## src/core/hlf_consts.vh

```
// Functional notes
// - Down/up states; packet mode adds mid-message state
// - Answer every received hello with a control frame
// - Looped hello returned unchanged, no other answer
// - Looped data frame returned, still processed normally
// - Host-originated frames are errors and dropped
// - Each hello reloads timer from line-down count
// - Message mode down: level up flag raises level
// - Message mode down: sequence break flushes if up
// - Level down: data frames not processed
// - Message mode up: level flag clear drops level
// - Message mode up: only single-frame messages processed
// - Packet mode down: level up flag goes awaiting-first
// - Packet mode down: break flushes only with level up
// - Awaiting first: level flag clear drops level
// - Awaiting first: sequence break ignored
// - Awaiting first: fragment flags decide accept/discard/single
// - Mid-message: break discards partial, first flag restarts
// - Mid-message: level flag clear drops, discards partial
// - Mid-message: first fragment flag restarts message
// - Mid-message: last fragment completes, back to awaiting
// - Mid-message: no fragment flags is middle fragment
// - Header bit layout, 10-bit line-down count low
// - Timer counts seconds while up, expiry drops level; a data frame that changes state in the expiry cycle keeps it up
// - Answer clears originator, level up only if hello had it
//
// Purpose: constants of the host link frame state machine
// Assumes: included by core/hlf_frame_fsm.v only
// Notes: header bits count from bit 0 at the right
`ifndef HLF_CONSTS_VH
`define HLF_CONSTS_VH

`define HLF_B_CTL 15
`define HLF_B_BRK 14
`define HLF_B_ORIG 13
`define HLF_B_LVL 12
`define HLF_B_POOR 11
`define HLF_B_LOOP 10
`define HLF_CNT_HI 9
`define HLF_CNT_W 10
`define HLF_B_FIRST 1
`define HLF_B_LAST 0

`define HLF_TMR_ZERO 10'h000
`define HLF_TMR_LAST 10'h001

`define HLF_S_ST_HI 1
`define HLF_S_ST_LO 0
`define HLF_S_UP 2
`define HLF_S_POOR 3
`define HLF_S_TMR_HI 25
`define HLF_S_TMR_LO 16

`define HLF_ST_DOWN 2'h0
`define HLF_ST_UP 2'h1
`define HLF_ST_MID 2'h2

`define HLF_A_CTRL 12'h000
`define HLF_A_PRESC 12'h004
`define HLF_A_STAT 12'h008
`define HLF_A_ERRS 12'h00C
`define HLF_CTRL_PKT 0
`define HLF_CTRL_ALLOW 1
`define HLF_CTRL_RST 2'h2
`define HLF_CTRL_HI 1

`define HLF_CLK_HZ 100000000
`define HLF_TICK_S 1

`endif

```

## src/core/hlf_frame_fsm.v

```verilog
// Purpose: host receive state machine for the framed host/switch link
// Assumes: one header per frame, payload handled by the caller
// Notes: APB slave, zero wait states
// Notes: decisions are made combinationally and shown one cycle later
// Notes: only one outgoing frame is held, so intake waits for it
//
// Decided for this implementation: the register addresses and the APB interface to the registers.
`timescale 1ns/1ps
`include "hlf_consts.vh"

module hlf_frame_fsm #(
    parameter [31:0] TICK_CYCLES = `HLF_TICK_S * `HLF_CLK_HZ
) (
    input wire pclk,
    input wire presetn,
    input wire psel,
    input wire penable,
    input wire pwrite,
    input wire [11:0] paddr,
    input wire [31:0] pwdata,
    output reg [31:0] prdata,
    output wire pready,
    output wire pslverr,
    input wire rx_valid,
    input wire [15:0] rx_hdr,
    output wire rx_ready,
    output reg tx_valid,
    output reg [15:0] tx_hdr,
    output reg tx_loop,
    input wire tx_ready,
    output wire link_up,
    output reg link_poor,
    output wire data_take,
    output wire msg_done,
    output wire msg_drop,
    output wire frame_drop,
    output wire queue_flush,
    output wire hdr_error
);

    reg [1:0] state_r;
    reg [1:0] state_nxt;
    reg [`HLF_CNT_W-1:0] timer_r;
    reg [`HLF_CNT_W-1:0] timer_nxt;
    reg [31:0] presc_r;
    reg [31:0] tick_cnt_r;
    reg [1:0] ctrl_r;
    reg [15:0] err_cnt_r;
    reg tick;
    reg take_n, done_n, mdrop_n, fdrop_n, flush_n, err_n;
    reg send_n, loop_n;
    reg [15:0] send_hdr_n;

    wire rx_fire = rx_valid & rx_ready;
    wire is_ctl = rx_hdr[`HLF_B_CTL];
    wire seq_brk = rx_hdr[`HLF_B_BRK];
    wire from_imp = rx_hdr[`HLF_B_ORIG];
    wire lvl = rx_hdr[`HLF_B_LVL];
    wire poor = rx_hdr[`HLF_B_POOR];
    wire loop_req = rx_hdr[`HLF_B_LOOP];
    wire pkt_mode = ctrl_r[`HLF_CTRL_PKT];
    wire expire = tick && (state_r != `HLF_ST_DOWN) && (timer_r <= `HLF_TMR_LAST);

    // Data frame fragment flags ride in the line-down count field bits
    wire first_fragment_flag = rx_hdr[`HLF_B_FIRST];
    wire last_fragment_flag = rx_hdr[`HLF_B_LAST];

    // Frame classes taken at this edge; host-origin frames go nowhere else
    wire bad_fire = rx_fire & ~from_imp;
    wire ctl_fire = rx_fire & from_imp & is_ctl;
    wire data_fire = rx_fire & from_imp & ~is_ctl;

    // Only one outgoing frame can be pending, so intake stalls behind it
    assign rx_ready = ~tx_valid;

    // One-second tick from the programmable prescaler
    always @(posedge pclk or negedge presetn) begin
        if (!presetn) begin
            tick_cnt_r <= 32'h0;
            tick <= 1'b0;
        end else if (tick_cnt_r + 32'h1 >= presc_r) begin
            tick_cnt_r <= 32'h0;
            tick <= 1'b1;
        end else begin
            tick_cnt_r <= tick_cnt_r + 32'h1;
            tick <= 1'b0;
        end
    end

    always @* begin
        state_nxt = state_r;
        timer_nxt = timer_r;
        take_n = 1'b0;
        done_n = 1'b0;
        mdrop_n = 1'b0;
        fdrop_n = 1'b0;
        flush_n = 1'b0;
        err_n = 1'b0;
        send_n = 1'b0;
        loop_n = 1'b0;
        send_hdr_n = rx_hdr;
        if (tick && state_r != `HLF_ST_DOWN && timer_r != `HLF_TMR_ZERO)
            timer_nxt = timer_r - 1'b1;
        if (expire) begin
            if (state_r == `HLF_ST_MID)
                mdrop_n = 1'b1;
            state_nxt = `HLF_ST_DOWN;
        end
        if (bad_fire) begin
            err_n = 1'b1;
            fdrop_n = 1'b1;
        end else if (ctl_fire) begin
            // A hello in the expiry cycle reloads the timer, so it wins
            state_nxt = state_r;
            mdrop_n = 1'b0;
            timer_nxt = rx_hdr[`HLF_CNT_HI:0];
            send_n = 1'b1;
            if (loop_req) begin
                loop_n = 1'b1;
            end else begin
                send_hdr_n[`HLF_B_ORIG] = 1'b0;
                send_hdr_n[`HLF_B_LVL] = lvl & ctrl_r[`HLF_CTRL_ALLOW];
            end
            case (state_r)
                `HLF_ST_DOWN: begin
                    if (lvl) begin
                        state_nxt = `HLF_ST_UP;
                        flush_n = seq_brk;
                    end
                end
                `HLF_ST_UP: begin
                    if (!lvl)
                        state_nxt = `HLF_ST_DOWN;
                    // Sequence break has nothing to discard here
                end
                `HLF_ST_MID: begin
                    if (!lvl) begin
                        state_nxt = `HLF_ST_DOWN;
                        mdrop_n = 1'b1;
                    end else if (seq_brk) begin
                        state_nxt = `HLF_ST_UP;
                        mdrop_n = 1'b1;
                    end
                end
                default: state_nxt = `HLF_ST_DOWN;
            endcase
        end else if (data_fire) begin
            if (loop_req) begin
                send_n = 1'b1;
                loop_n = 1'b1;
            end
            case (state_r)
                `HLF_ST_DOWN: begin
                    fdrop_n = 1'b1;
                end
                `HLF_ST_UP: begin
                    if (first_fragment_flag && last_fragment_flag) begin
                        take_n = 1'b1;
                        done_n = 1'b1;
                    end else if (pkt_mode && first_fragment_flag) begin
                        take_n = 1'b1;
                        state_nxt = `HLF_ST_MID;
                    end else begin
                        fdrop_n = 1'b1;
                    end
                end
                `HLF_ST_MID: begin
                    if (first_fragment_flag) begin
                        mdrop_n = 1'b1;
                        take_n = 1'b1;
                        if (last_fragment_flag) begin
                            done_n = 1'b1;
                            state_nxt = `HLF_ST_UP;
                        end
                    end else if (seq_brk) begin
                        mdrop_n = 1'b1;
                        fdrop_n = 1'b1;
                        state_nxt = `HLF_ST_UP;
                    end else if (last_fragment_flag) begin
                        take_n = 1'b1;
                        done_n = 1'b1;
                        state_nxt = `HLF_ST_UP;
                    end else begin
                        take_n = 1'b1;
                    end
                end
                default: state_nxt = `HLF_ST_DOWN;
            endcase
        end
        // A mode change to message mode abandons any partial message
        if (!pkt_mode && state_nxt == `HLF_ST_MID)
            state_nxt = `HLF_ST_UP;
    end

    // Reset leaves the link down and the timer stopped
    always @(posedge pclk or negedge presetn) begin
        if (!presetn) begin
            state_r <= `HLF_ST_DOWN;
            timer_r <= `HLF_TMR_ZERO;
        end else begin
            state_r <= state_nxt;
            timer_r <= timer_nxt;
        end
    end

    // Quality-poor bit follows the latest hello from the switch
    always @(posedge pclk or negedge presetn) begin
        if (!presetn) begin
            link_poor <= 1'b0;
        end else if (ctl_fire) begin
            link_poor <= poor;
        end
    end

    // One outgoing frame register; a new send overrides the ready drain
    // Intake is refused meanwhile, so no answer is ever lost
    always @(posedge pclk or negedge presetn) begin
        if (!presetn) begin
            tx_valid <= 1'b0;
            tx_hdr <= 16'h0000;
            tx_loop <= 1'b0;
        end else if (send_n) begin
            tx_valid <= 1'b1;
            tx_hdr <= send_hdr_n;
            tx_loop <= loop_n;
        end else if (tx_ready) begin
            tx_valid <= 1'b0;
        end
    end

    // Decision pulses are registered copies of the decode above
    wire up_nxt = (state_nxt != `HLF_ST_DOWN);

    hlf_pulse_reg #(
        .W(1)
    ) i_up (
        .pclk(pclk),
        .presetn(presetn),
        .d(up_nxt),
        .q(link_up)
    );

    hlf_pulse_reg #(
        .W(1)
    ) i_take (
        .pclk(pclk),
        .presetn(presetn),
        .d(take_n),
        .q(data_take)
    );

    hlf_pulse_reg #(
        .W(1)
    ) i_done (
        .pclk(pclk),
        .presetn(presetn),
        .d(done_n),
        .q(msg_done)
    );

    hlf_pulse_reg #(
        .W(1)
    ) i_mdrop (
        .pclk(pclk),
        .presetn(presetn),
        .d(mdrop_n),
        .q(msg_drop)
    );

    hlf_pulse_reg #(
        .W(1)
    ) i_fdrop (
        .pclk(pclk),
        .presetn(presetn),
        .d(fdrop_n),
        .q(frame_drop)
    );

    hlf_pulse_reg #(
        .W(1)
    ) i_flush (
        .pclk(pclk),
        .presetn(presetn),
        .d(flush_n),
        .q(queue_flush)
    );

    hlf_pulse_reg #(
        .W(1)
    ) i_err (
        .pclk(pclk),
        .presetn(presetn),
        .d(err_n),
        .q(hdr_error)
    );

    // APB slave, always ready
    // Unmapped offsets read zero and flag pslverr
    wire wr = psel & penable & pwrite;
    wire sel_ctrl = (paddr == `HLF_A_CTRL);
    wire sel_presc = (paddr == `HLF_A_PRESC);
    wire sel_stat = (paddr == `HLF_A_STAT);
    wire sel_errs = (paddr == `HLF_A_ERRS);
    wire hit = sel_ctrl | sel_presc | sel_stat | sel_errs;
    wire wr_ctrl = wr & sel_ctrl;
    wire wr_presc = wr & sel_presc;
    wire wr_errs = wr & sel_errs;
    // A zero period is stored as one; either value gives a tick every cycle
    wire [31:0] presc_wr = (pwdata == 32'h0) ? 32'h1 : pwdata;
    assign pready = 1'b1;
    assign pslverr = psel & penable & ~hit;

    always @(posedge pclk or negedge presetn) begin
        if (!presetn) begin
            ctrl_r <= `HLF_CTRL_RST;
            presc_r <= TICK_CYCLES;
            err_cnt_r <= 16'h0000;
        end else begin
            if (wr_ctrl)
                ctrl_r <= pwdata[`HLF_CTRL_HI:0];
            if (wr_presc)
                presc_r <= presc_wr;
            // A new error in the clearing cycle still counts
            if (err_n)
                err_cnt_r <= wr_errs ? 16'h0001 : err_cnt_r + 16'h1;
            else if (wr_errs)
                err_cnt_r <= 16'h0000;
        end
    end

    // Status fields packed by name so the layout lives in the header
    reg [31:0] stat_word;
    always @* begin
        stat_word = 32'h0000_0000;
        stat_word[`HLF_S_ST_HI:`HLF_S_ST_LO] = state_r;
        stat_word[`HLF_S_UP] = link_up;
        stat_word[`HLF_S_POOR] = link_poor;
        stat_word[`HLF_S_TMR_HI:`HLF_S_TMR_LO] = timer_r;
    end

    always @* begin
        case (paddr)
            `HLF_A_CTRL: prdata = {30'h0, ctrl_r};
            `HLF_A_PRESC: prdata = presc_r;
            `HLF_A_STAT: prdata = stat_word;
            `HLF_A_ERRS: prdata = {16'h0, err_cnt_r};
            default: prdata = 32'h0;
        endcase
    end

endmodule // hlf_frame_fsm

// Registered copy of a one-cycle decision, cleared by reset
// W lets a group of pulses share one instance if wanted
module hlf_pulse_reg #(
    parameter W = 1
) (
    input wire pclk,
    input wire presetn,
    input wire [W-1:0] d,
    output reg [W-1:0] q
);

    always @(posedge pclk or negedge presetn) begin
        if (!presetn) begin
            q <= {W{1'b0}};
        end else begin
            q <= d;
        end
    end

endmodule // hlf_pulse_reg

```

## config.mk

```make
export PLATFORM = sky130hd
export DESIGN_NAME = hlf_frame_fsm
export DESIGN_NICKNAME = d
export VERILOG_FILES = /design/src/core/hlf_frame_fsm.v
export VERILOG_INCLUDE_DIRS = /design/src /design/src/core
export SDC_FILE = /design/constraint.sdc
export NUM_CORES = 1
export LEC_CHECK = 0
export BUFFER_PORTS_ARGS = -buffer_cell sky130_fd_sc_hd__buf_4
export CAP_MARGIN = 10
export CORE_MARGIN = 8
export CORE_UTILIZATION = 55
export CTS_BUF_LIST = sky130_fd_sc_hd__clkbuf_4 sky130_fd_sc_hd__clkbuf_8
export DETAILED_ROUTE_END_ITERATION = 8
export PLACE_DENSITY = 0.86
export SYNTH_ARGS = -nofsm -noshare
export SYNTH_HDL_FRONTEND = slang
export SYNTH_HIERARCHICAL = 1
export SYNTH_SLANG_ARGS = --single-unit
```

## constraint.sdc

```tcl
create_clock -name pclk -period 3.8 [get_ports pclk]
set_input_delay 0.38 -clock pclk [delete_from_list [all_inputs] [get_ports pclk]]
set_output_delay 0.38 -clock pclk [all_outputs]
set_load 0.05 [all_outputs]
```

[Word level (Yosys, flattened, before mapping)]
Cells that the tools add are included.
Operators by class
  bitwise gates (word level): 19
  multipliers: 0
  shift-type cells: 0
  eq/ne operators: 6
  $add $sub $neg: 3
  div/mod/pow operators: 0
  multiplexer cells: 76
  magnitude comparators: 2
  reductions and logical operators: 15
Operators with widths (number)
  $pmux W32 S4: 1
  $mux W32: 2
  $mux W16: 3
  $mux W1: 45
  $mux W2: 17
  $add A32 B1 Y32 const B: 1
  $ge A32 B32 Y1: 1
  $logic_not A32 Y1: 1
  $mux W10: 3
  $eq A12 B4 Y1 const B: 2
  $add A16 B1 Y16 const B: 1
  $and A1 B1 Y1: 12
  $eq A12 B3 Y1 const B: 1
  $logic_not A12 Y1: 1
  $pmux W2 S3: 2
  $le A10 B1 Y1 const B: 1
  $reduce_bool A10 Y1: 1
  $sub A10 B1 Y10 const B: 1
  $reduce_bool A2 Y1: 4
  $logic_and A1 B1 Y1: 6
  $eq A2 B2 Y1 const B: 2
  $not A1 Y1: 4
  $pmux W1 S2: 2
  $or A1 B1 Y1: 3
  4 further kinds: 4
Word-level totals
  memories kept: 0
  RAM bits: 0
  bits in read-only memories: 0
  bits in latches: 0
  word-level logic and storage cells: 139
  output and inout bits: 61
  bits in registers: 121
  input bits: 67

[Logic depth before layout (Yosys ltp)]
  depth after elaboration: 15
  mapped depth: 12
  mapped depth without buffers: 11

[Modules after synthesis]
Netlist, hierarchy kept.
Modules (own cells, without submodules)
  hlf_frame_fsm: cells an instance 708, instances 1, area each 6755.2 sq um, sequential area each 2869.0 sq um
  hlf_pulse_reg: cells an instance 1, instances 7, area each 25.0 sq um, sequential area each 25.0 sq um

[Worst setup path after synthesis]
No wires, ideal clock.
  path type: flip-flop to flip-flop
  start point: register tick_cnt_r[3]
  end point: register tick_cnt_r[1]
  slack: 0.725 ns
  path buffers: 1
  cell stages (with the launch flop): 12
  setup time: 0.137 ns
  data required time: 3.663 ns
  period minus slack after synthesis: 3.075 ns
  arrival: 2.938 ns
  cells stage by stage: dfrtp_1 -> nand4_4 -> nor4_4 -> nand4_1 -> xnor2_1 -> ha_1 -> nand4_1 -> nor4_1 -> nand2_1 -> o211ai_1 -> buf_2 -> nor3b_1
On the way
  longest elaborated chain between the ends: 3
Ends and longest elaborated chain
  start: declaration: line hlf_frame_fsm.v:46  | reg [31:0] tick_cnt_r;
  start signal: assignment: line hlf_frame_fsm.v:85  | tick_cnt_r <= tick_cnt_r + 32'h1;
  $add A32 B1 Y32: line hlf_frame_fsm.v:81  | end else if (tick_cnt_r + 32'h1 >= presc_r) begin
  $ge A32 B32 Y1: line hlf_frame_fsm.v:81
  $mux W32: line hlf_frame_fsm.v:81
No other way between the ends.
A chain may end at the register's enable or synchronous reset.

[Worst setup path in the final report]
  start point: register tick_cnt_r[13]
  end point: register tick_cnt_r[3]
Same word-level chain as after synthesis.

==> impl_metrics.ini <==
[drt]
firstDrtPassIters = 6
drt-met1-wl_mm = 7.450
drc_errors = 0
dr_total_vias = 5978
top_layer_used = met4
wirelength_mm = 18.59
wl_met3_mm = 1.404
wl_per_cell_um = 18.08
drtAntennaViolNets = 0
vias_per_cell = 5.815
wl_met2_mm = 9.171
drt_iter0_drc = 615

[critical_path]
crit_buf_inv = 1
cpMostUsedCell = nand4_1
startpoint_type = register
cpLargestDelayFamily = simple AND/OR/NAND/NOR gates
cp.arrival_ps = 3730
slowest_delay_ps = 560
end_kind = register
critPathSlowestCell = nor3_2
critPathRequiredTime_ps = 4130
crit_type = register to register
reg2reg_setup_slack_ps = 400
crit_chain = nand4_1, nor3_2, nand4_1, xnor2_1, ha_1, nand4_1, nor4_1, nand2_1, o211ai_1, buf_4, nor3b_1
crit_path_max_fanout = 21

[timing]
holdWs_ps = 21.40
fmax_mhz = 293.9
drv_slew = 0
worst_pin_slew_ps = 944.9
hold_viol_final = 0
maxSlewHeadroom_pct = 36.77
fin_skew_ps = 8.257
fin_crit_sh_pct = 89.55
fin_setup_tns_ps = 0
min_period_ps = 3403
finalSetupViolations = 0
rsz0062_at_grt = false

[die]
start_util_pct = 55.60
io_pins = 128
die-area_mm2 = 0.01645
num_rows = 41
core_mm2 = 0.01247
fp.dieW_um = 128.3
die_h_um = 128.3

[clock_network]
ctsHtreeMaxLevel = 4
postCtsSetupBuffers = 0
clkTransAtPathRegs_ps = 70
cts_tree = done
clockBufferDepth = 2
cts_root_buf = clkbuf_8
numCtsBuffers = 17
cts_hold_buf = 0
clk_latency_ps = 460
clock_sinks = 121
cts_resized = 0

[synth]
synth_area_leaders = dfrtp_1 39%, ha_1 7.4%, dfstp_2 4.9%
netlist_area_mm2 = 0.006930
synth.net_count = 823
synthMostInstantiatedCell = dfrtp_1
synth-seq-cells = 121
yosys-top-cells-count = 108 x dfrtp_1, 89 x nand2_1, 57 x o21ai_0, 46 x inv_1, 45 x nor2_1
async_flop_share_pct = 100.0
synth_edf_count = 0
ys.flop_type = dfrtp_1
synth_warnings = 6
synthCells = 715
synth.distinct_cells = 63
yosysTopAreaCellShare_pct = 39.00
yosys.area.top_type = dfrtp_1
syn-mean-instance-area_um2 = 9.693
ys_seq_area_share_pct = 43.92

[global_route]
gr-total-overflow = 0
globalRouteTotalUtil_pct = 23.08
antenna_found_initial = 0
grt_max_degree = 67
grt_pass1_wl_mm = 29.84
grt_pass1_vias = 5841

[cells_and_area]
drive_gt1_share_pct = 26.05
n_antenna_cell = 0
finalNetCount = 951
layout.core_utilization_pct = 68.51
areaGrowthSynthToFinish_pct = 23.24

[worst_hold_path]
hold_class = primary input to async pin

[pwr]
max-vdd-ir-drop_v = 0.0001855
leakagePower_nw = 4.128
powerDensity_mw_per_mm2 = 428.2

[placed_design]
io_buffers = 126
gp_congestion = 0.9351
hpwlAfterDp_mm = 13.92

[status]
status = finished, final reports clean

[job]
drv_cap = 0
power breakdown:
group / internal, mW / total [mW] / switching [mW]
combinational: 0.298 / 0.783 / 0.486
sequential: 1.40 / 1.52 / 0.120
clock: 0.819 / 1.35 / 0.532
area by class of cell:
cell class                      instances  area [µm²]
Multi-Input combinational cell        519        3595
Clock buffer                           20       269.0
Tap cell                              172       215.2
Sequential cell                       121        3044
Fill cell                             959        3925
Timing Repair Buffer                  138        1049
Inverter                               46       172.7
Clock inverter                         12       196.4
final timing paths:
| path | start | endpoint | cells past startpoint |
|---|---|---|---|
| max | tick_cnt_r[13] | tick_cnt_r[3] | 11 |
| max in group asynchronous | presetn | presc_r[8] | 2 |
| max reg2reg | tick_cnt_r[13] | tick_cnt_r[3] | 11 |
| min in group pclk | tx_ready | tx_valid | 2 |
| min | presetn | tx_hdr[3] | 1 |
| min reg2reg | tx_hdr[12] | tx_hdr[12] | 2 |
kinds of logic (layout without fill, tap and decap cells):
logic type / after synthesis / in the layout / synth area share, %
AO/OA/AOI/OAI: 134 / 134 / 12.26
XOR/XNOR: 50 / 50 / 6.319
adder cells (fa/ha/maj): 41 / 41 / 7.402
buffers and inverters: 75 / 216 / 4.387
flip-flops: 121 / 121 / 43.92
multiplexers: 17 / 17 / 3.033
other: 1 / 1 / 0.05411
AND/OR/NAND/NOR: 276 / 276 / 22.62
cell usage in the layout (no fill, tap or decap), types with 17 or more instances in the layout:
master	instances
buf_4	137
dfrtp_1	108
nand2_1	89
o21ai_0	57
inv_1	46
nor2_1	45
ha_1	41
xnor2_1	33
a21oi_1	23
nor3b_1	23
nor4_1	22
a22o_1	22
nand3_1	21
clkbuf_8	19
xor2_1	17
sequential cells by signal, indices dropped and copies added, names as in the netlist:
register and cells:
ctrl_r 2, err_cnt_r 16, i_done/q 1, i_err/q 1
i_fdrop/q 1, i_flush/q 1, i_mdrop/q 1, i_take/q 1
i_up/q 1, link_poor 1, presc_r 32, state_r 2
tick 1, tick_cnt_r 32, timer_r 10, tx_hdr 16
tx_loop 1, tx_valid 1
layer usage:
metal / global-route usage [%] / vias to the layer above
met5: 0 / -
met1: 27.80 / 2891
met2: 38.35 / 247
li1: - / 2788
met4: 9.021 / 0
met3: 6.323 / 52
through the flow:
stage,total power [mW],cells,cell area (µm²),worst slack [ps]
after floorplan,2.025,715,6930,724.8
after global placement,2.290,996,8075,553.2
after detailed placement,2.310,996,8075,455.3
after CTS,3.658,1028,8541,399.8
after global routing,3.797,1028,8541,83.39
final,3.657,1028,8541,397.3
Note: power is estimated with default switching activity, not from simulation.
